## src/rtl/option_byte_pkg.sv

```systemverilog
// Constants shared by the option byte fetch and decode logic.
// Assumes one system clock and an active-low asynchronous reset.
`default_nettype none
package option_byte_pkg;
   // Clock rate and detector stabilisation wait
   localparam int unsigned CLK_MHZ = 250;
   localparam int unsigned DET_STAB_US = 200;
   localparam int unsigned DET_STAB_CYC = DET_STAB_US * CLK_MHZ;
   // Flash areas holding the four option bytes
   localparam logic [19:0] OPT_AREA_MAIN = 20'h000C0;
   localparam logic [19:0] OPT_AREA_SWAP = 20'h010C0;
   localparam logic [1:0] OPT_LAST_IDX = 2'h3;
   // Register indexes; byte address is four times the index
   localparam logic [9:0] IDX_WDOG_OPT = 10'h0C0;
   localparam logic [9:0] IDX_DET_OPT = 10'h0C1;
   localparam logic [9:0] IDX_RSVD_OPT = 10'h0C2;
   localparam logic [9:0] IDX_DBG_OPT = 10'h0C3;
   localparam logic [11:0] ADDR_STATUS = 12'h000;
   localparam logic [11:0] ADDR_MASK = 12'h004;
   localparam logic [11:0] ADDR_CTRL = 12'h008;
   localparam logic [11:0] ADDR_STATE = 12'h00C;
   // Watchdog option byte fields
   localparam int unsigned WD_STBY = 0;
   localparam int unsigned WD_OVF_LO = 1;
   localparam int unsigned WD_ON = 4;
   localparam int unsigned WD_WIN_LO = 5;
   localparam int unsigned WD_INIT = 7;
   localparam logic [1:0] WIN_FULL = 2'h3;
   // Detector, reserved and debug option byte fields
   localparam int unsigned DET_OFF = 0;
   localparam logic [6:0] DET_FIXED = 7'h7F;
   localparam logic [7:0] RSVD_VALUE = 8'hFF;
   localparam int unsigned DBG_NOERASE = 0;
   localparam int unsigned DBG_EN = 7;
   localparam logic [2:0] DBG_FIXED_HI = 3'h0;
   // Event bits of the status and mask registers
   localparam int unsigned EV_LOADED = 0;
   localparam int unsigned EV_DBG_BAD = 1;
   localparam int unsigned EV_FMT_BAD = 2;
   localparam int unsigned EV_INTERVAL = 3;
   localparam int unsigned EV_W = 4;
   localparam logic [3:0] EV_RESET = 4'h0;
   localparam int unsigned CTRL_DET_RUN = 0;
endpackage : option_byte_pkg
`default_nettype wire

```

## src/rtl/option_fetch.sv

```systemverilog
// Reads the four option bytes from flash once after reset.
// Assumes a same-clock flash port: level request, one-cycle ack with data.
`default_nettype none
module option_fetch (
   input wire logic pclk, // System clock
   input wire logic presetn, // Async reset, active low
   input wire logic clk_en, // Freezes all state while low
   input wire logic boot_swap, // Fetch from the alternate area
   output logic flash_req, // Read request, held until last ack
   output logic [19:0] flash_addr, // Byte address of the read
   input wire logic [7:0] flash_rdata, // Read data, valid with ack
   input wire logic flash_ack, // Read answered
   output logic [31:0] opt_word, // Bytes 3..0 as fetched
   output logic opt_load // One-cycle pulse when all four are in
);
   typedef enum logic [1:0] {
      F_START = 2'b00,
      F_READ = 2'b01,
      F_DONE = 2'b11
   } fetch_state_t;

   fetch_state_t state, next_state;
   logic [1:0] idx, next_idx;
   logic next_req, next_load;
   logic [19:0] next_addr;
   logic [31:0] next_word;

   always_comb begin
      next_state = state;
      next_idx = idx;
      next_req = flash_req;
      next_addr = flash_addr;
      next_word = opt_word;
      next_load = 1'b0;
      unique case (state)
         F_START: begin
            next_req = 1'b1;
            next_idx = 2'h0;
            next_addr = boot_swap ? option_byte_pkg::OPT_AREA_SWAP
                                  : option_byte_pkg::OPT_AREA_MAIN;
            next_state = F_READ;
         end
         F_READ: begin
            if (flash_ack) begin
               next_word[idx*8 +: 8] = flash_rdata;
               if (idx == option_byte_pkg::OPT_LAST_IDX) begin
                  next_req = 1'b0;
                  next_load = 1'b1;
                  next_state = F_DONE;
               end else begin
                  next_idx = idx + 2'h1;
                  next_addr = {flash_addr[19:2], next_idx};
               end
            end
         end
         F_DONE: begin
         end
         default: next_state = F_DONE;
      endcase
   end

   always_ff @(posedge pclk or negedge presetn) begin
      if (!presetn) begin
         state <= F_START;
         idx <= 2'h0;
         flash_req <= 1'b0;
         flash_addr <= 20'h00000;
         opt_word <= 32'hFFFFFFFF;
         opt_load <= 1'b0;
      end else if (clk_en) begin
         state <= next_state;
         idx <= next_idx;
         flash_req <= next_req;
         flash_addr <= next_addr;
         opt_word <= next_word;
         opt_load <= next_load;
      end
   end
endmodule : option_fetch
`default_nettype wire

```

## src/rtl/option_byte_config_decoder.sv

```systemverilog
// Option byte decoder: fetches the option bytes at reset and turns them
// into static watchdog, detector and debug settings, with an APB slave.
// Assumes all inputs are synchronous to pclk.
//
// Register access over APB was left to the implementer.
`default_nettype none
module option_byte_config_decoder #(
   parameter int unsigned DET_STAB_CYC = option_byte_pkg::DET_STAB_CYC
) (
   input wire logic pclk, // System clock
   input wire logic presetn, // Async reset, active low
   input wire logic clk_en, // Freezes all state while low
   input wire logic psel, // APB select
   input wire logic penable, // APB access phase
   input wire logic pwrite, // APB write
   input wire logic [11:0] paddr, // APB byte address
   input wire logic [31:0] pwdata, // APB write data
   output logic [31:0] prdata, // APB read data
   output logic pready, // APB ready
   output logic pslverr, // APB error on unmapped address
   input wire logic boot_swap, // Boot swap active
   output logic flash_req, // Flash read request
   output logic [19:0] flash_addr, // Flash byte address
   input wire logic [7:0] flash_rdata, // Flash read data
   input wire logic flash_ack, // Flash read answered
   input wire logic fast_restart, // Last reset was watchdog/illegal op
   input wire logic cpu_standby, // Processor in halt or stop
   input wire logic selfprog_busy, // Self-programming in progress
   input wire logic [19:0] wdog_count, // Watchdog counter value
   output logic config_valid, // Settings decoded
   output logic standby_wdog_run, // Watchdog counts in standby
   output logic wdog_counter_enable, // Watchdog counter enabled
   output logic wdog_count_gate, // Watchdog may count this cycle
   output logic [1:0] open_span_sel, // Window: 0=25 1=50 2=75 3=100 %
   output logic interval_irq_use, // Interval interrupt used
   output logic [4:0] overflow_exp, // Overflow period as power of two
   output logic wdog_interval_irq, // Counter reached 75 percent
   output logic detector_default_disable, // Detector off by default
   output logic detector_run_enable, // Detector run-enable
   output logic detector_stable, // Detector stabilisation over
   output logic detector_detect_active, // Detection in effect
   output logic debug_enable, // On-chip debug enabled
   output logic no_erase_on_auth_fail, // Keep flash on failed auth
   output logic debug_setting_bad, // Prohibited debug pattern
   output logic irq // Interrupt, level
);
   localparam int unsigned W = option_byte_pkg::EV_W;

   logic [31:0] opt_word;
   logic opt_load;
   logic [7:0] wdog_opt, det_opt, rsvd_opt, dbg_opt;

   assign wdog_opt = opt_word[7:0];
   assign det_opt = opt_word[15:8];
   assign rsvd_opt = opt_word[23:16];
   assign dbg_opt = opt_word[31:24];

   option_fetch u_fetch (
      .pclk(pclk),
      .presetn(presetn),
      .clk_en(clk_en),
      .boot_swap(boot_swap),
      .flash_req(flash_req),
      .flash_addr(flash_addr),
      .flash_rdata(flash_rdata),
      .flash_ack(flash_ack),
      .opt_word(opt_word),
      .opt_load(opt_load)
   );

   function automatic logic [4:0] ovf_exp(input logic [2:0] sel);
      logic [4:0] e;
      e = 5'h0A;
      unique case (sel)
         3'h0: e = 5'h0A;
         3'h1: e = 5'h0B;
         3'h2: e = 5'h0C;
         3'h3: e = 5'h0D;
         3'h4: e = 5'h0F;
         3'h5: e = 5'h11;
         3'h6: e = 5'h12;
         3'h7: e = 5'h14;
      endcase
      return e;
   endfunction : ovf_exp

   // Decoded settings, loaded once per reset
   logic next_valid, next_stby, next_wdon, next_init, next_det_off;
   logic next_dbg_en, next_noerase, next_dbg_bad;
   logic [1:0] next_span;
   logic [4:0] next_exp;
   logic [19:0] interval_at, next_interval_at;
   logic [20:0] full_span;

   always_comb begin
      next_valid = config_valid;
      next_stby = standby_wdog_run;
      next_wdon = wdog_counter_enable;
      next_span = open_span_sel;
      next_init = interval_irq_use;
      next_exp = overflow_exp;
      next_interval_at = interval_at;
      next_det_off = detector_default_disable;
      next_dbg_en = debug_enable;
      next_noerase = no_erase_on_auth_fail;
      next_dbg_bad = debug_setting_bad;
      full_span = 21'h000001
         << ovf_exp(wdog_opt[option_byte_pkg::WD_OVF_LO +: 3]);
      // Only a fetch pulse updates these; software cannot touch them
      if (opt_load) begin
         next_valid = 1'b1;
         next_stby = wdog_opt[option_byte_pkg::WD_STBY];
         next_wdon = wdog_opt[option_byte_pkg::WD_ON];
         next_span = wdog_opt[option_byte_pkg::WD_WIN_LO +: 2];
         if (!wdog_opt[option_byte_pkg::WD_STBY]) begin
            next_span = option_byte_pkg::WIN_FULL;
         end
         next_init = wdog_opt[option_byte_pkg::WD_INIT];
         next_exp = ovf_exp(
            wdog_opt[option_byte_pkg::WD_OVF_LO +: 3]);
         next_interval_at = 20'(full_span - (full_span >> 2));
         next_det_off = det_opt[option_byte_pkg::DET_OFF];
         // Bits 3..1 may be rewritten by the debugger, so only 7 and 0 count
         next_dbg_en = dbg_opt[option_byte_pkg::DBG_EN];
         next_noerase = dbg_opt[option_byte_pkg::DBG_EN]
            & dbg_opt[option_byte_pkg::DBG_NOERASE];
         next_dbg_bad = !dbg_opt[option_byte_pkg::DBG_EN]
            & dbg_opt[option_byte_pkg::DBG_NOERASE];
      end
   end

   always_ff @(posedge pclk or negedge presetn) begin
      if (!presetn) begin
         config_valid <= 1'b0;
         standby_wdog_run <= 1'b0;
         wdog_counter_enable <= 1'b0;
         open_span_sel <= option_byte_pkg::WIN_FULL;
         interval_irq_use <= 1'b0;
         overflow_exp <= 5'h0A;
         interval_at <= 20'h00000;
         detector_default_disable <= 1'b1;
         debug_enable <= 1'b0;
         no_erase_on_auth_fail <= 1'b0;
         debug_setting_bad <= 1'b0;
      end else if (clk_en) begin
         config_valid <= next_valid;
         standby_wdog_run <= next_stby;
         wdog_counter_enable <= next_wdon;
         open_span_sel <= next_span;
         interval_irq_use <= next_init;
         overflow_exp <= next_exp;
         interval_at <= next_interval_at;
         detector_default_disable <= next_det_off;
         debug_enable <= next_dbg_en;
         no_erase_on_auth_fail <= next_noerase;
         debug_setting_bad <= next_dbg_bad;
      end
   end

   // Watchdog gating and interval event
   logic next_gate, next_interval;

   always_comb begin
      // Self-programming deliberately does not enter this gate
      next_gate = wdog_counter_enable
         & (!cpu_standby | standby_wdog_run);
      next_interval = interval_irq_use & wdog_counter_enable
         & (wdog_count == interval_at);
   end

   always_ff @(posedge pclk or negedge presetn) begin
      if (!presetn) begin
         wdog_count_gate <= 1'b0;
         wdog_interval_irq <= 1'b0;
      end else if (clk_en) begin
         wdog_count_gate <= next_gate;
         wdog_interval_irq <= next_interval;
      end
   end

   // Detector run-enable and stabilisation
   logic [15:0] stab_cnt, next_stab_cnt;
   logic next_run, next_stable, next_active;
   logic ctrl_wr, access;

   assign access = psel & penable & pready;
   assign ctrl_wr = access & pwrite & (paddr == option_byte_pkg::ADDR_CTRL);

   always_comb begin
      next_run = detector_run_enable;
      next_stable = detector_stable;
      next_stab_cnt = stab_cnt;
      if (opt_load) begin
         // Default start re-arms run-enable even if software cleared it
         next_run = !det_opt[option_byte_pkg::DET_OFF];
         // Fast restarts skip the wait: short glitches may go unseen
         next_stable = fast_restart;
         next_stab_cnt = 16'(DET_STAB_CYC);
      end else begin
         if (ctrl_wr && config_valid) begin
            next_run = pwdata[option_byte_pkg::CTRL_DET_RUN];
         end
         if (config_valid && !detector_stable) begin
            if (stab_cnt <= 16'h0001) begin
               next_stable = 1'b1;
            end else begin
               next_stab_cnt = stab_cnt - 16'h0001;
            end
         end
      end
      next_active = next_run & next_stable;
   end

   always_ff @(posedge pclk or negedge presetn) begin
      if (!presetn) begin
         detector_run_enable <= 1'b0;
         detector_stable <= 1'b0;
         detector_detect_active <= 1'b0;
         stab_cnt <= 16'h0000;
      end else if (clk_en) begin
         detector_run_enable <= next_run;
         detector_stable <= next_stable;
         detector_detect_active <= next_active;
         stab_cnt <= next_stab_cnt;
      end
   end

   // APB slave, status/mask interrupt logic
   logic [W-1:0] status, next_status, mask, next_mask, events;
   logic [31:0] next_prdata;
   logic next_pready, next_pslverr, next_irq, setup, hit, fmt_bad;

   assign setup = psel & !penable;
   // Format checks for bytes the programmer must fill correctly
   assign fmt_bad = (det_opt[7:1] != option_byte_pkg::DET_FIXED)
      | (rsvd_opt != option_byte_pkg::RSVD_VALUE)
      | (dbg_opt[6:4] != option_byte_pkg::DBG_FIXED_HI);

   always_comb begin
      events = '0;
      events[option_byte_pkg::EV_LOADED] = opt_load;
      events[option_byte_pkg::EV_DBG_BAD] = opt_load
         & !dbg_opt[option_byte_pkg::DBG_EN]
         & dbg_opt[option_byte_pkg::DBG_NOERASE];
      events[option_byte_pkg::EV_FMT_BAD] = opt_load & fmt_bad;
      events[option_byte_pkg::EV_INTERVAL] = wdog_interval_irq;
      next_mask = mask;
      next_status = status;
      if (access && pwrite && paddr == option_byte_pkg::ADDR_MASK) begin
         next_mask = pwdata[W-1:0];
      end
      if (access && pwrite && paddr == option_byte_pkg::ADDR_STATUS) begin
         next_status = status & ~pwdata[W-1:0];
      end
      // A new event wins over a clear in the same cycle
      next_status = next_status | events;
      next_irq = |(next_status & next_mask);
      hit = 1'b1;
      next_prdata = 32'h00000000;
      unique case (paddr)
         {option_byte_pkg::IDX_WDOG_OPT, 2'b00}: next_prdata[7:0] = wdog_opt;
         {option_byte_pkg::IDX_DET_OPT, 2'b00}: next_prdata[7:0] = det_opt;
         {option_byte_pkg::IDX_RSVD_OPT, 2'b00}: next_prdata[7:0] = rsvd_opt;
         {option_byte_pkg::IDX_DBG_OPT, 2'b00}: next_prdata[7:0] = dbg_opt;
         option_byte_pkg::ADDR_STATUS: next_prdata[W-1:0] = status;
         option_byte_pkg::ADDR_MASK: next_prdata[W-1:0] = mask;
         option_byte_pkg::ADDR_CTRL: next_prdata[0] = detector_run_enable;
         option_byte_pkg::ADDR_STATE: next_prdata[7:0] = {config_valid,
            detector_stable, detector_detect_active, debug_enable,
            no_erase_on_auth_fail, debug_setting_bad, wdog_count_gate,
            boot_swap};
         default: hit = 1'b0;
      endcase
      if (!setup) begin
         next_prdata = prdata;
      end
      next_pready = setup;
      next_pslverr = setup & !hit;
   end

   always_ff @(posedge pclk or negedge presetn) begin
      if (!presetn) begin
         status <= option_byte_pkg::EV_RESET;
         mask <= option_byte_pkg::EV_RESET;
         irq <= 1'b0;
         prdata <= 32'h00000000;
         pready <= 1'b0;
         pslverr <= 1'b0;
      end else if (clk_en) begin
         status <= next_status;
         mask <= next_mask;
         irq <= next_irq;
         prdata <= next_prdata;
         pready <= next_pready;
         pslverr <= next_pslverr;
      end
   end
endmodule : option_byte_config_decoder
`default_nettype wire

```

## config.mk

```make
export PLATFORM = sky130hd
export DESIGN_NAME = option_byte_config_decoder
export DESIGN_NICKNAME = d
export VERILOG_FILES = /design/src/rtl/option_byte_pkg.sv /design/src/rtl/option_fetch.sv /design/src/rtl/option_byte_config_decoder.sv
export SDC_FILE = /design/constraint.sdc
export NUM_CORES = 1
export LEC_CHECK = 0
export BUFFER_PORTS_ARGS = -buffer_cell sky130_fd_sc_hd__buf_2
export CORE_UTILIZATION = 50
export DETAILED_ROUTE_END_ITERATION = 8
export HOLD_SLACK_MARGIN = 0.05
export MAX_ROUTING_LAYER = met4
export PLACE_DENSITY_LB_ADDON = 0.08
export SLEW_MARGIN = 10
export SYNTH_ARGS = -nofsm -noshare
export SYNTH_HDL_FRONTEND = slang
export SYNTH_SLANG_ARGS = --single-unit
```

## constraint.sdc

```tcl
create_clock -name pclk -period 6.5 [get_ports pclk]
set_input_delay 1.3 -clock pclk [delete_from_list [all_inputs] [get_ports pclk]]
set_output_delay 1.3 -clock pclk [all_outputs]
set_load 0.005 [all_outputs]
```

## After elaboration in Yosys (flattened, before gate mapping)

Memory sizes are Yosys's and may differ from the RTL's. A register that Yosys moved wholly into a read port is not among the register bits.
Index checks and enable logic that the tools add are counted.

| storage, ports and cells | value |
|---|---|
| flip-flop bits (word level) | 128 |
| ROM bits | 80 |
| input port bits | 83 |
| output and inout port bits | 76 |
| logic and storage cells | 139 |
| memories kept | 2 |

Memory list:

| name | words | bits a word | rd ports | clocked after Yosys merged registers in | wr ports | line | source |
|---|---|---|---|---|---|---|---|
| (name not given) | 8 | 5 | 1 | 0 | 0 | option_byte_config_decoder.sv:74 | `unique case (sel)` |
| (name not given) | 8 | 5 | 1 | 1 | 0 | option_byte_config_decoder.sv:74 |  |

| cells by class | value |
|---|---|
| $add $sub $neg | 4 |
| magnitude comparators | 1 |
| eq/ne operators | 17 |
| shift operators | 3 |
| muxes and demuxes | 32 |
| bitwise operators | 24 |
| reduce and logical (&&, ||, !) cells | 27 |

Operators with widths:

| operator | number |
|---|---|
| 12-bit by 10-bit equality test with 1-bit output (second input constant) | 4 |
| 16-bit two-way mux | 3 |
| 20-bit case mux with 2 select lines | 1 |
| 5-bit negation with 34-bit output | 1 |
| 8-bit by 34-bit variable shift with 32-bit output (first input constant) | 1 |
| 8-bit by 34-bit variable part select with 32-bit output | 1 |
| 32-bit bitwise mux | 1 |
| 12-bit by 4-bit equality test with 1-bit output (second input constant) | 2 |
| 3-bit case mux with 7 select lines | 1 |
| 1-bit by 5-bit left shift with 21-bit output (first input constant) | 1 |
| 20-bit equality test | 1 |
| 20-bit two-way mux | 1 |
| 4-bit case mux with 5 select lines | 1 |
| 20-bit by 19-bit subtractor with 20-bit output | 1 |
| 16-bit by 1-bit <= comparator with 1-bit output (second input constant) | 1 |
| 16-bit by 1-bit subtractor with 16-bit output (second input constant) | 1 |
| 1-bit bitwise AND | 15 |
| 13-bit two-way mux | 1 |
| 12-bit by 3-bit equality test with 1-bit output (second input constant) | 1 |
| 12-bit logical NOT | 1 |
| 2-bit two-way mux | 6 |
| 4-bit AND reduction | 3 |
| 1-bit two-way mux | 11 |
| 3-bit AND reduction | 3 |
| other kinds (25) | 45 |

## Logic depth before layout (Yosys ltp)

Gate-level depths: netlist of the first run.

| logic depth | value |
|---|---|
| depth in word-level cells | 8 |
| depth in mapped cells | 15 |
| depth with buffers taken out | 14 |

## Hierarchy

Synthesis of the first run repeated with hierarchy kept, for this count alone.

| second synthesis, totals | value |
|---|---|
| cell total of the unflattened synthesis | 732 |
| area, all modules | 7073.0 um^2 |

By module, submodules not included:

| module | times used | cells an instance | area an instance (um^2) | sequential area each (um^2) |
|---|---|---|---|---|
| option_byte_config_decoder | 1 | 567 | 4982.3 | 1883.1 |
| option_fetch | 1 | 165 | 2090.8 | 1041.0 |

## Worst setup path after synthesis of the first run

OpenSTA, ideal clock, no wires.

| timing | value |
|---|---|
| kind | register to register |
| start point | register u_fetch.opt_word[1] |
| end point | register interval_at[17] |
| library setup time | 0.095 ns |
| arrival time | 3.239 ns |
| required time | 6.405 ns |
| slack | 3.165 ns |
| cell stages (with the launch flop) | 12 |
| buffers on the path | 1 |
| clock period less this slack | 3.335 ns |
| cells stage by stage | dfstp_2 > clkbuf_1 > inv_1 > ha_1 > or4_1 > ha_1 > a21oi_1 > o21ai_0 > a211oi_1 > nor3_1 > o31a_1 > o31ai_1 |

| between the ends | value |
|---|---|
| longest elaborated chain between the ends | 3 |

Ends and longest elaborated chain:

| what | line | source |
|---|---|---|
| start: declaration | option_fetch.sv:13 | `output logic [31:0] opt_word,` |
| start signal: assignment | option_fetch.sv:75 | `opt_word <= next_word;` |
| memory read 8 x 5 bit | -- |  |
| 1-bit by 5-bit left shift with 21-bit output | option_byte_config_decoder.sv:107 | `full_span = 21'h000001` |
| 20-bit by 19-bit subtractor with 20-bit output | option_byte_config_decoder.sv:121 | `next_interval_at = 20'(full_span - (full_span >> 2));` |
| end signal: assignment | option_byte_config_decoder.sv:152 | `interval_at <= next_interval_at;` |
| end: declaration | option_byte_config_decoder.sv:92 | `logic [19:0] interval_at, next_interval_at;` |

No other way between the ends.
A chain may end at the register's enable or synchronous reset.

## Worst setup path after layout of the first run

| timing | value |
|---|---|
| start point | register u_fetch.opt_word[2] |
| end point | register interval_at[17] |

The elaborated chain is that of the path after synthesis.

==> impl_metrics.tcl, run 1 <==
set metrics [dict create \
    status "complete, no violations" \
    hold_ws_ps 475 \
    min_period_over_period_pct 55.6 \
    synth_top_family_by_area "simple AND/OR/NAND/NOR gates" \
    gr-usage-all-layers_pct 27.6 \
    synth_ff_type "dfrtp_1" \
    yosys.area_share.simple_pct 21.5 \
    drt-initial-drc-count 456 \
    slew_headroom_pct 31.0 \
    dp_slack_ps 2760 \
    wl_per_cell_microns 16.8 \
    syn_inst 835 \
    cts_sinks 115 \
    yosysTopAreaCellShare_pct 27.2 \
    holdBufCountCts 0 \
    clockPowerShare_pct 25.6 \
    rsz0062_at_grt "false" \
    setup_tns_ps 0 \
    drc 0 \
    required_ps 6820 \
    timing.fmax_ghz 0.277 \
    grt_max_degree 66 \
    startpoint "u_fetch.opt_word[2]" \
    syn_area_sq_um 7170 \
    drt_first_pass_iters 6 \
    cp-end-kind "register" \
    synth_warnings 0 \
    fp.dieH_microns 122 \
    p_switching_w 0.00132 \
    gp_congestion 0.917 \
    antenna_found_initial 0 \
    p_leak_nw 3.69 \
    setup_viol 0 \
    p_comb_share_pct 37.2 \
    cts_made_buffers 17 \
    synth-adder-area-share_pct 5.16 \
    grt_pass1_vias 5825 \
    reg2reg_setup_slack_ps 2890 \
    worst_setup_path_start_kind "register" \
    synth-seq-cells 115 \
    synthArstFlopShare_pct 100 \
    avgViaCountPerCell 5.63 \
    cts_tree "built" \
    synth_cell_types 70 \
    fin_crit_ps 3610 \
    layout_commonest_cell "nand2_1" \
    cp_max_fo 12 \
    fin_cells 1120 \
    finalHoldViolCount 0 \
    core_area_sq_um 13900 \
    syn_area_per_cell_sq_um 8.59 \
    clockBufferDepth 2 \
    grt_pass1_wl_microns 30400 \
    synth-seq-area-share_pct 40.8 \
    synth_top_area_cell "dfrtp_1" \
    synth_area_leaders "dfrtp_1 (27%), dfstp_2 (14%), nand2_1 (8.7%), o21ai_0 (5.7%), ha_1 (4.9%)" \
    place_inst 1088 \
    cts_setup_buffers 0 \
    swShare_pct 39.1 \
    skew_ps 8.30 \
    final_cell_mix "nand2_1 (165), buf_2 (89), o21ai_0 (81)" \
    clockRootBuffer "clkbuf_16" \
    dieArea_sq_um 14800 \
    antenna_cells 0 \
    synthMuxAreaShare_pct 1.92 \
    fin_area_sq_um 8200 \
    fin_nets 1039 \
    pin_count 159 \
    synth_compound_area_share_pct 18.1 \
    layout-drive-gt1-share_pct 19.0 \
    drv_cap 0 \
    fp-row-count 43 \
    dp_hpwl_microns 13800 \
    grt-ovfl-total 0 \
    powerDensity_nw_per_um2 413 \
    min_path_type "register to register" \
    power_frac_seq_pct 37.2 \
    via_count 6310 \
    setup_ws_ps 2890 \
    synth_edf_count 0 \
    portBuffers 90 \
    drv_slew 0 \
    initial_core_util_pct 51.5 \
    synthToLayoutAreaGrowth_pct 14.4 \
    hold_start "prdata[0]" \
    internal-power_w 0.00206 \
    tightest_slew_ps 1030 \
    die_w_microns 122 \
    h-tree-depth 4 \
    dpl_cell_area_sq_um 7650 \
    clk_latency_ps 410 \
    cp.arrival_ps 3930 \
    vdd_drop_max_v 0.000228 \
    synthXorXnorAreaFrac_pct 4.52 \
    path_clk_slew_ps 60 \
    ant_nets 0 \
    post_cts_resized 0 \
    wl_microns 18800 \
    worstReg2RegStart "u_fetch.opt_word[2]" \
    worstSetupPathType "register to register" \
]
per-layer routing:
| layer | vias to the layer above | track usage (%) | part of all wire, % |
|---|---|---|---|
| met5 | - | - | 0 |
| met4 | 0 | 8.56 | 1.5 |
| met3 | 25 | 4.73 | 5.8 |
| met2 | 218 | 43.5 | 47 |
| met1 | 3025 | 36.2 | 46 |
| li1 | 3042 | - | - |
cell families after synthesis:
group,Yosys count
multiplexers,13
adder cells (fa/ha/maj),29
XOR/XNOR,37
other,2
AO/OA/AOI/OAI,199
flip-flops,115
buffers and inverters,110
AND/OR/NAND/NOR,330
synth_stat cells, types with 6 or more instances:
cell,instances
nand2_1,166
o21ai_0,81
dfrtp_1,78
nor2_1,45
buf_4,40
dfstp_2,37
inv_1,35
ha_1,28
a21oi_1,25
clkbuf_1,24
nand3_1,22
xor2_1,19
xnor2_1,18
nor3_1,17
nand4_1,13
o31ai_1,11
nor4_1,10
a21o_1,8
a221oi_1,8
nand2b_1,8
mux2i_1,7
nor3b_1,7
o21a_1,7
or3_1,7
a32o_1,6
buf_1,6
mux2_2,6
area by class of cell:
type,instances,area [sq um]
inverter,36,135
multi-input combinational,663,3880
sequential,115,2920
tap,180,225
clock buffer,22,464
clock inverter,10,86.3
fill,1286,5730
timing repair buffer,94,483
state kept, by name, summed over array words and instances, names as in the netlist, 2 cells and up:
| register | flops |
|---|---|
| prdata | 8 |
| u_fetch.opt_word | 32 |
| open_span_sel | 2 |
| stab_cnt | 16 |
| u_fetch.state | 2 |
| u_fetch.flash_addr | 2 |
| interval_at | 20 |
| mask | 4 |
| status | 4 |
| u_fetch.idx | 2 |
| overflow_exp | 5 |
through the flow:
step / total power, W / util (%)
after floorplan: 0.00213 / -
after global placement: 0.00247 / 54.9
after detailed placement: 0.00250 / 54.9
after CTS: 0.00339 / 58.9
after global routing: 0.00364 / 58.9
final: 0.00339 / 58.9
worst max-delay path, cell delays in order (launching register included):
cell,delay (ps)
dfstp_2,660
inv_1,140
ha_1,370
or4_1,580
ha_1,390
a21oi_1,320
o21ai_0,220
a211oi_1,270
nor3_1,100
o31a_1,240
o31ai_1,220
power groups by stage:
stage / clock (W) / sequential (W) / combinational, W
after floorplan: 0 / 0.00116 / 0.000967
after global placement: 0 / 0.00126 / 0.00121
after detailed placement: 0 / 0.00127 / 0.00123
after CTS: 0.000880 / 0.00126 / 0.00125
after global routing: 0.000918 / 0.00129 / 0.00143
final: 0.000866 / 0.00126 / 0.00126
worst paths after layout:
check | to | cells past startpoint
min | prdata[0] | 2
max | interval_at[17] | 10
max reg2reg | interval_at[17] | 10
min reg2reg | prdata[0] | 2
max in group asynchronous | interval_at[5] | 2
min in group asynchronous | pready | 1
No activity file was read; power rests on OpenSTA's default activity.
==> run 2, diff against run 1 <==
==> constraint.sdc (replaced) <==
create_clock -name pclk -period 3.5 [get_ports pclk]
set_input_delay 0.7 -clock pclk [delete_from_list [all_inputs] [get_ports pclk]]
set_output_delay 0.7 -clock pclk [all_outputs]
set_load 0.005 [all_outputs]
==> run 2 against run 1 <==
  * Critical path depth rose by 3
  * Worst hold slack got worse by 140 ps
  * Global-route usage fell by 0.28 points
  * Die area did not move
  * Design area rose by 2.1%
==> impl_metrics.tcl, run 2 (synthesis results as in run 1) <==
set metrics [dict create \
    cp-end-kind "register" \
    dieArea_sq_um 14800 \
    cts_made_buffers 17 \
    setup_ws_ps 205 \
    drv_slew 0 \
    layout_commonest_cell "nand2_1" \
    fp-row-count 43 \
    vdd_drop_max_v 0.000480 \
    internal-power_w 0.00405 \
    grt_pass1_vias 5966 \
    avgViaCountPerCell 5.62 \
    slew_headroom_pct 24.4 \
    ant_nets 0 \
    h-tree-depth 4 \
    cp_max_fo 8 \
    grt_pass1_wl_microns 30100 \
    portBuffers 90 \
    dp_slack_ps 131 \
    wl_per_cell_microns 16.4 \
    p_leak_nw 3.78 \
    cts_tree "built" \
    tightest_slew_ps 1130 \
    initial_core_util_pct 51.5 \
    final.fill_count 1243 \
    gr-usage-all-layers_pct 27.3 \
    fin_nets 1047 \
    cts_sinks 115 \
    cp.arrival_ps 3660 \
    min_period_over_period_pct 94.2 \
    dpl_cell_area_sq_um 7720 \
    dp_hpwl_microns 13800 \
    worstSetupPathType "register to register" \
    core_area_sq_um 13900 \
    required_ps 3870 \
    synthToLayoutAreaGrowth_pct 16.7 \
    timing.fmax_ghz 0.303 \
    p_comb_share_pct 37.3 \
    drt-initial-drc-count 547 \
    crit_slowest_cell "dfstp_2" \
    via_count 6340 \
    clockPowerShare_pct 27.9 \
    max_stage_delay_ps 520 \
    fin_area_sq_um 8370 \
    drt_first_pass_iters 5 \
    layout-drive-gt1-share_pct 20.6 \
    worst_setup_path_start_kind "register" \
    top_regs "u_fetch.opt_word: 32 flops, interval_at: 20 flops, stab_cnt: 16 flops" \
    setup_viol 0 \
    clockBufferDepth 2 \
    cp_cell_sequence "inv_1 > ha_2 > inv_1 > or3_1 > nand2_1 > nand2_1 > ha_2 > nand3_1 > nor3_1 > o21ai_1 > and3_2 > or4_1 > nand3_1" \
    clockRootBuffer "clkbuf_16" \
    fin_crit_ps 3300 \
    fp.dieH_microns 122 \
    pin_count 159 \
    regMostFlops "u_fetch.opt_word" \
    grt-ovfl-total 0 \
    swShare_pct 38.4 \
    clk_latency_ps 430 \
    grt_max_degree 60 \
    p_switching_w 0.00252 \
    powerDensity_nw_per_um2 784 \
    largest_reg_flops 32 \
    gp_congestion 0.921 \
    path_clk_slew_ps 60 \
    drc 0 \
    antenna_found_initial 0 \
    drv_cap 0 \
    finalHoldViolCount 0 \
    power_frac_seq_pct 34.8 \
    wl_microns 18500 \
    die_w_microns 122 \
    min_path_type "primary input to asynchronous set/reset pin" \
    setup_tns_ps 0 \
    antenna_cells 0 \
    holdBufCountCts 0 \
    skew_ps 9.56 \
    status "complete, no violations" \
    final_cell_mix "nand2_1 (165), buf_2 (89), o21ai_0 (80)" \
]
==> run 2: layout make-up <==
| type | instances | area [sq um] | share of cell area, % |
|---|---|---|---|
| well taps | 180 | 225 | 2.69 |
| inverters | 36 | 135 | 1.61 |
| clock inverters | 8 | 78.8 | 0.941 |
| multi-input cells | 663 | 3900 | 46.6 |
| repair buffers | 102 | 556 | 6.63 |
| clock buffers | 24 | 556 | 6.63 |
| flip-flops and latches | 115 | 2920 | 34.9 |
==> run 2: layer usage <==
metal / global-route usage (%) / part of all wire (%)
met5: - / 0
met4: 9.41 / 1.7
met3: 5.85 / 5.7
met2: 41.8 / 47
met1: 35.8 / 46
==> run 2: final timing paths <==
path                                            end  cells after the start                      from  slack [ps]
max in group asynchronous       u_fetch.opt_word[8]                      2                   presetn        2360
hold / removal                              pslverr                      1                   presetn         330
setup reg to reg                    interval_at[15]                     13       u_fetch.opt_word[2]         200
hold reg to reg            detector_default_disable                      2  detector_default_disable         470
min in group pclk          detector_default_disable                      2  detector_default_disable         470
setup / recovery                    interval_at[15]                     13       u_fetch.opt_word[2]         200
==> run 2: timing repair <==
item	4_1_cts	5_1_grt
endpoints found under the setup margin	0	5
setup buffers	0	0
resized for setup	0	6
==> run 2: critical path: cells and delay by family, from the launching register on <==
| kind | cells | cell delay, ps |
|---|---|---|
| AO/OA/AOI/OAI | 1 | 140 |
| adder cells (fa/ha/maj) | 2 | 800 |
| flip-flops | 1 | 520 |
| buffers and inverters | 2 | 180 |
| AND/OR/NAND/NOR | 8 | 1590 |
==> run 2: power by group through the flow <==
stage / combinational (W) / clock (W) / sequential [W]
finish: 0.00245 / 0.00183 / 0.00229
detailed placement: 0.00237 / 0 / 0.00230
CTS: 0.00239 / 0.00185 / 0.00229
floorplan: 0.00180 / 0 / 0.00216
global placement: 0.00231 / 0 / 0.00228
global route: 0.00277 / 0.00191 / 0.00235
==> run 2: stage by stage <==
stage          hold slack, ps  utilization [%]  total power [W]  instances
2_1_floorplan             404                -          0.00395        888
3_3_place_gp              449             55.4          0.00459       1096
3_5_place_dp              458             55.4          0.00467       1096
6_report                  331             60.1          0.00657       1128
4_1_cts                   362             60.0          0.00653       1128
5_1_grt                   397             60.1          0.00703       1128
==> run 3, diff against run 2 <==
--- a/config.mk
+++ b/config.mk
@@ -6,6 +6,7 @@
 export NUM_CORES = 1
 export LEC_CHECK = 0
 export BUFFER_PORTS_ARGS = -buffer_cell sky130_fd_sc_hd__buf_2
+export CORE_ASPECT_RATIO = 0.9
 export CORE_UTILIZATION = 50
 export DETAILED_ROUTE_END_ITERATION = 8
 export HOLD_SLACK_MARGIN = 0.05
==> run 3 against run 2 <==
  * Cell count increased by 1.2%
  * Sequential cell count unchanged
  * Combinational power about the same
  * Clock power about the same
  * Global-route usage increased by 0.52 points
==> impl_metrics.tcl, run 3 (synthesis results as in run 1) <==
set metrics [dict create \
    cp.arrival_ps 3680 \
    dieArea_sq_um 14800 \
    grt_pass1_vias 5935 \
    cts_sinks 115 \
    min_path_type "primary input to asynchronous set/reset pin" \
    max_stage_delay_ps 600 \
    p_comb_share_pct 37.3 \
    pin_count 159 \
    portBuffers 90 \
    tightest_slew_ps 1010 \
    dp_hpwl_microns 14200 \
    cp_cell_sequence "inv_1 > ha_1 > or4_1 > ha_1 > a21oi_1 > o21ai_0 > a211oi_1 > nor3_1 > o31a_1 > o31ai_1" \
    skew_ps 9.39 \
    largest_reg_flops 32 \
    worstReg2RegStart "u_fetch.opt_word[2]" \
    path_common_cell "ha_1" \
    wl_per_cell_microns 16.5 \
    avgViaCountPerCell 5.52 \
    ant_nets 0 \
    reg2reg_setup_slack_ps 140 \
    via_count 6305 \
    internal-power_w 0.00406 \
    min_period_over_period_pct 96.0 \
    path_delay_family "compound AO/OA/AOI/OAI gates" \
    swShare_pct 38.0 \
    clockRootBuffer "clkbuf_16" \
    power_w 0.00655 \
    critPathBufInv 1 \
    p_leak_nw 3.77 \
    drt-initial-drc-count 434 \
    final_cell_mix "nand2_1 (164), buf_2 (89), o21ai_0 (80)" \
    clockPowerShare_pct 27.6 \
    cts_made_buffers 17 \
    cp-end-kind "register" \
    fp-row-count 41 \
    final.fill_count 1234 \
    regMostFlops "u_fetch.opt_word" \
    die_w_microns 128 \
    slew_headroom_pct 32.4 \
    grt_max_degree 59 \
    fin_area_sq_um 8370 \
    worstSetupPathType "register to register" \
    drv_slew 0 \
    p_switching_w 0.00249 \
    setup_tns_ps 0 \
    grt_pass1_wl_microns 30600 \
    required_ps 3820 \
    r2r_cells 10 \
    clk_latency_ps 420 \
    clockBufferDepth 2 \
    cts_tree "built" \
    layout_commonest_cell "nand2_1" \
    worst_setup_path_start_kind "register" \
    setup_viol 0 \
    fin_crit_ps 3360 \
    initial_core_util_pct 51.2 \
    vdd_drop_max_v 0.000435 \
    drv_cap 0 \
    core_area_sq_um 14000 \
    cp.depth 10 \
    layout-drive-gt1-share_pct 20.0 \
    gp_congestion 0.869 \
    antenna_cells 0 \
    gr-usage-all-layers_pct 27.9 \
    cp_max_fo 7 \
    finalHoldViolCount 0 \
    synthToLayoutAreaGrowth_pct 16.7 \
    hold_ws_ps 181 \
    rsz0062_at_grt "false" \
    r2r_end "interval_at[17]" \
    h-tree-depth 4 \
    powerDensity_nw_per_um2 783 \
    antenna_found_initial 0 \
    top_regs "u_fetch.opt_word: 32 flops, interval_at: 20 flops, stab_cnt: 16 flops" \
    holdBufCountCts 0 \
    timing.fmax_ghz 0.298 \
    drc 0 \
    path_clk_slew_ps 60 \
    fin_nets 1048 \
    wl_microns 18900 \
    power_frac_seq_pct 35.1 \
    status "complete, no violations" \
    fp.dieH_microns 116 \
    drt_first_pass_iters 5 \
    grt-ovfl-total 0 \
    dpl_cell_area_sq_um 7750 \
    final_core_util_pct 59.8 \
    crit_slowest_cell "or4_1" \
]
[run 3: cell count changes in the layout (fill, tap and decap cells not counted), sizes merged]
cell	delta
bufinv	+2
clkinvlp	+1
inv	-5
buf	+1
clkinv	+2
[run 3: worst reg2reg max path: cells and delay by family (launching register included)]
kind            cells  cell delay, ps
buf+inv             1              80
flops               1             530
compound gates      5            1180
fa+ha+maj           2             780
simple gates        2             700
[run 3: worst max path at each step]
stage	from	endpoint
after floorplan	u_fetch.opt_word[1]	interval_at[17]
after global placement	u_fetch.opt_word[2]	interval_at[17]
after detailed placement	u_fetch.opt_word[2]	interval_at[17]
after CTS	u_fetch.opt_word[2]	interval_at[17]
after global routing	u_fetch.opt_word[2]	interval_at[15]
final	u_fetch.opt_word[2]	interval_at[17]
[run 3: final cells by class]
| type | instances | area, sq um | area share, % |
|---|---|---|---|
| Sequential cell | 115 | 2920 | 34.9 |
| Timing Repair Buffer | 103 | 563 | 6.73 |
| Multi-Input combinational cell | 663 | 3890 | 46.5 |
| Inverter | 36 | 135 | 1.61 |
| Tap cell | 193 | 241 | 2.88 |
| Clock inverter | 8 | 124 | 1.48 |
| Clock buffer | 24 | 492 | 5.87 |
[run 3: what timing repair did]
action / in CTS / in global routing
resized for setup: 0 / 3
buffers inserted: 0 / 0
endpoints found under the setup margin: 0 / 2
[run 3: metal layers]
layer	global-route usage (%)	wire, microns
met5	-	0
met4	11.1	419
met3	7.06	1160
met2	40.5	8390
met1	37.1	8920
[run 3: per-stage QoR]
step	std cells	setup WS, ps
after floorplan	888	165
after global placement	1110	229
after detailed placement	1110	218
after CTS	1142	179
after global routing	1142	4.82
final	1142	140
[run 3: power by group through the flow]
stage | clock network [W] | logic (W) | registers (W)
2_1_floorplan | 0 | 0.00180 | 0.00216
3_3_place_gp | 0 | 0.00232 | 0.00229
3_5_place_dp | 0 | 0.00237 | 0.00231
4_1_cts | 0.00183 | 0.00239 | 0.00229
5_1_grt | 0.00190 | 0.00275 | 0.00236
6_report | 0.00181 | 0.00245 | 0.00230
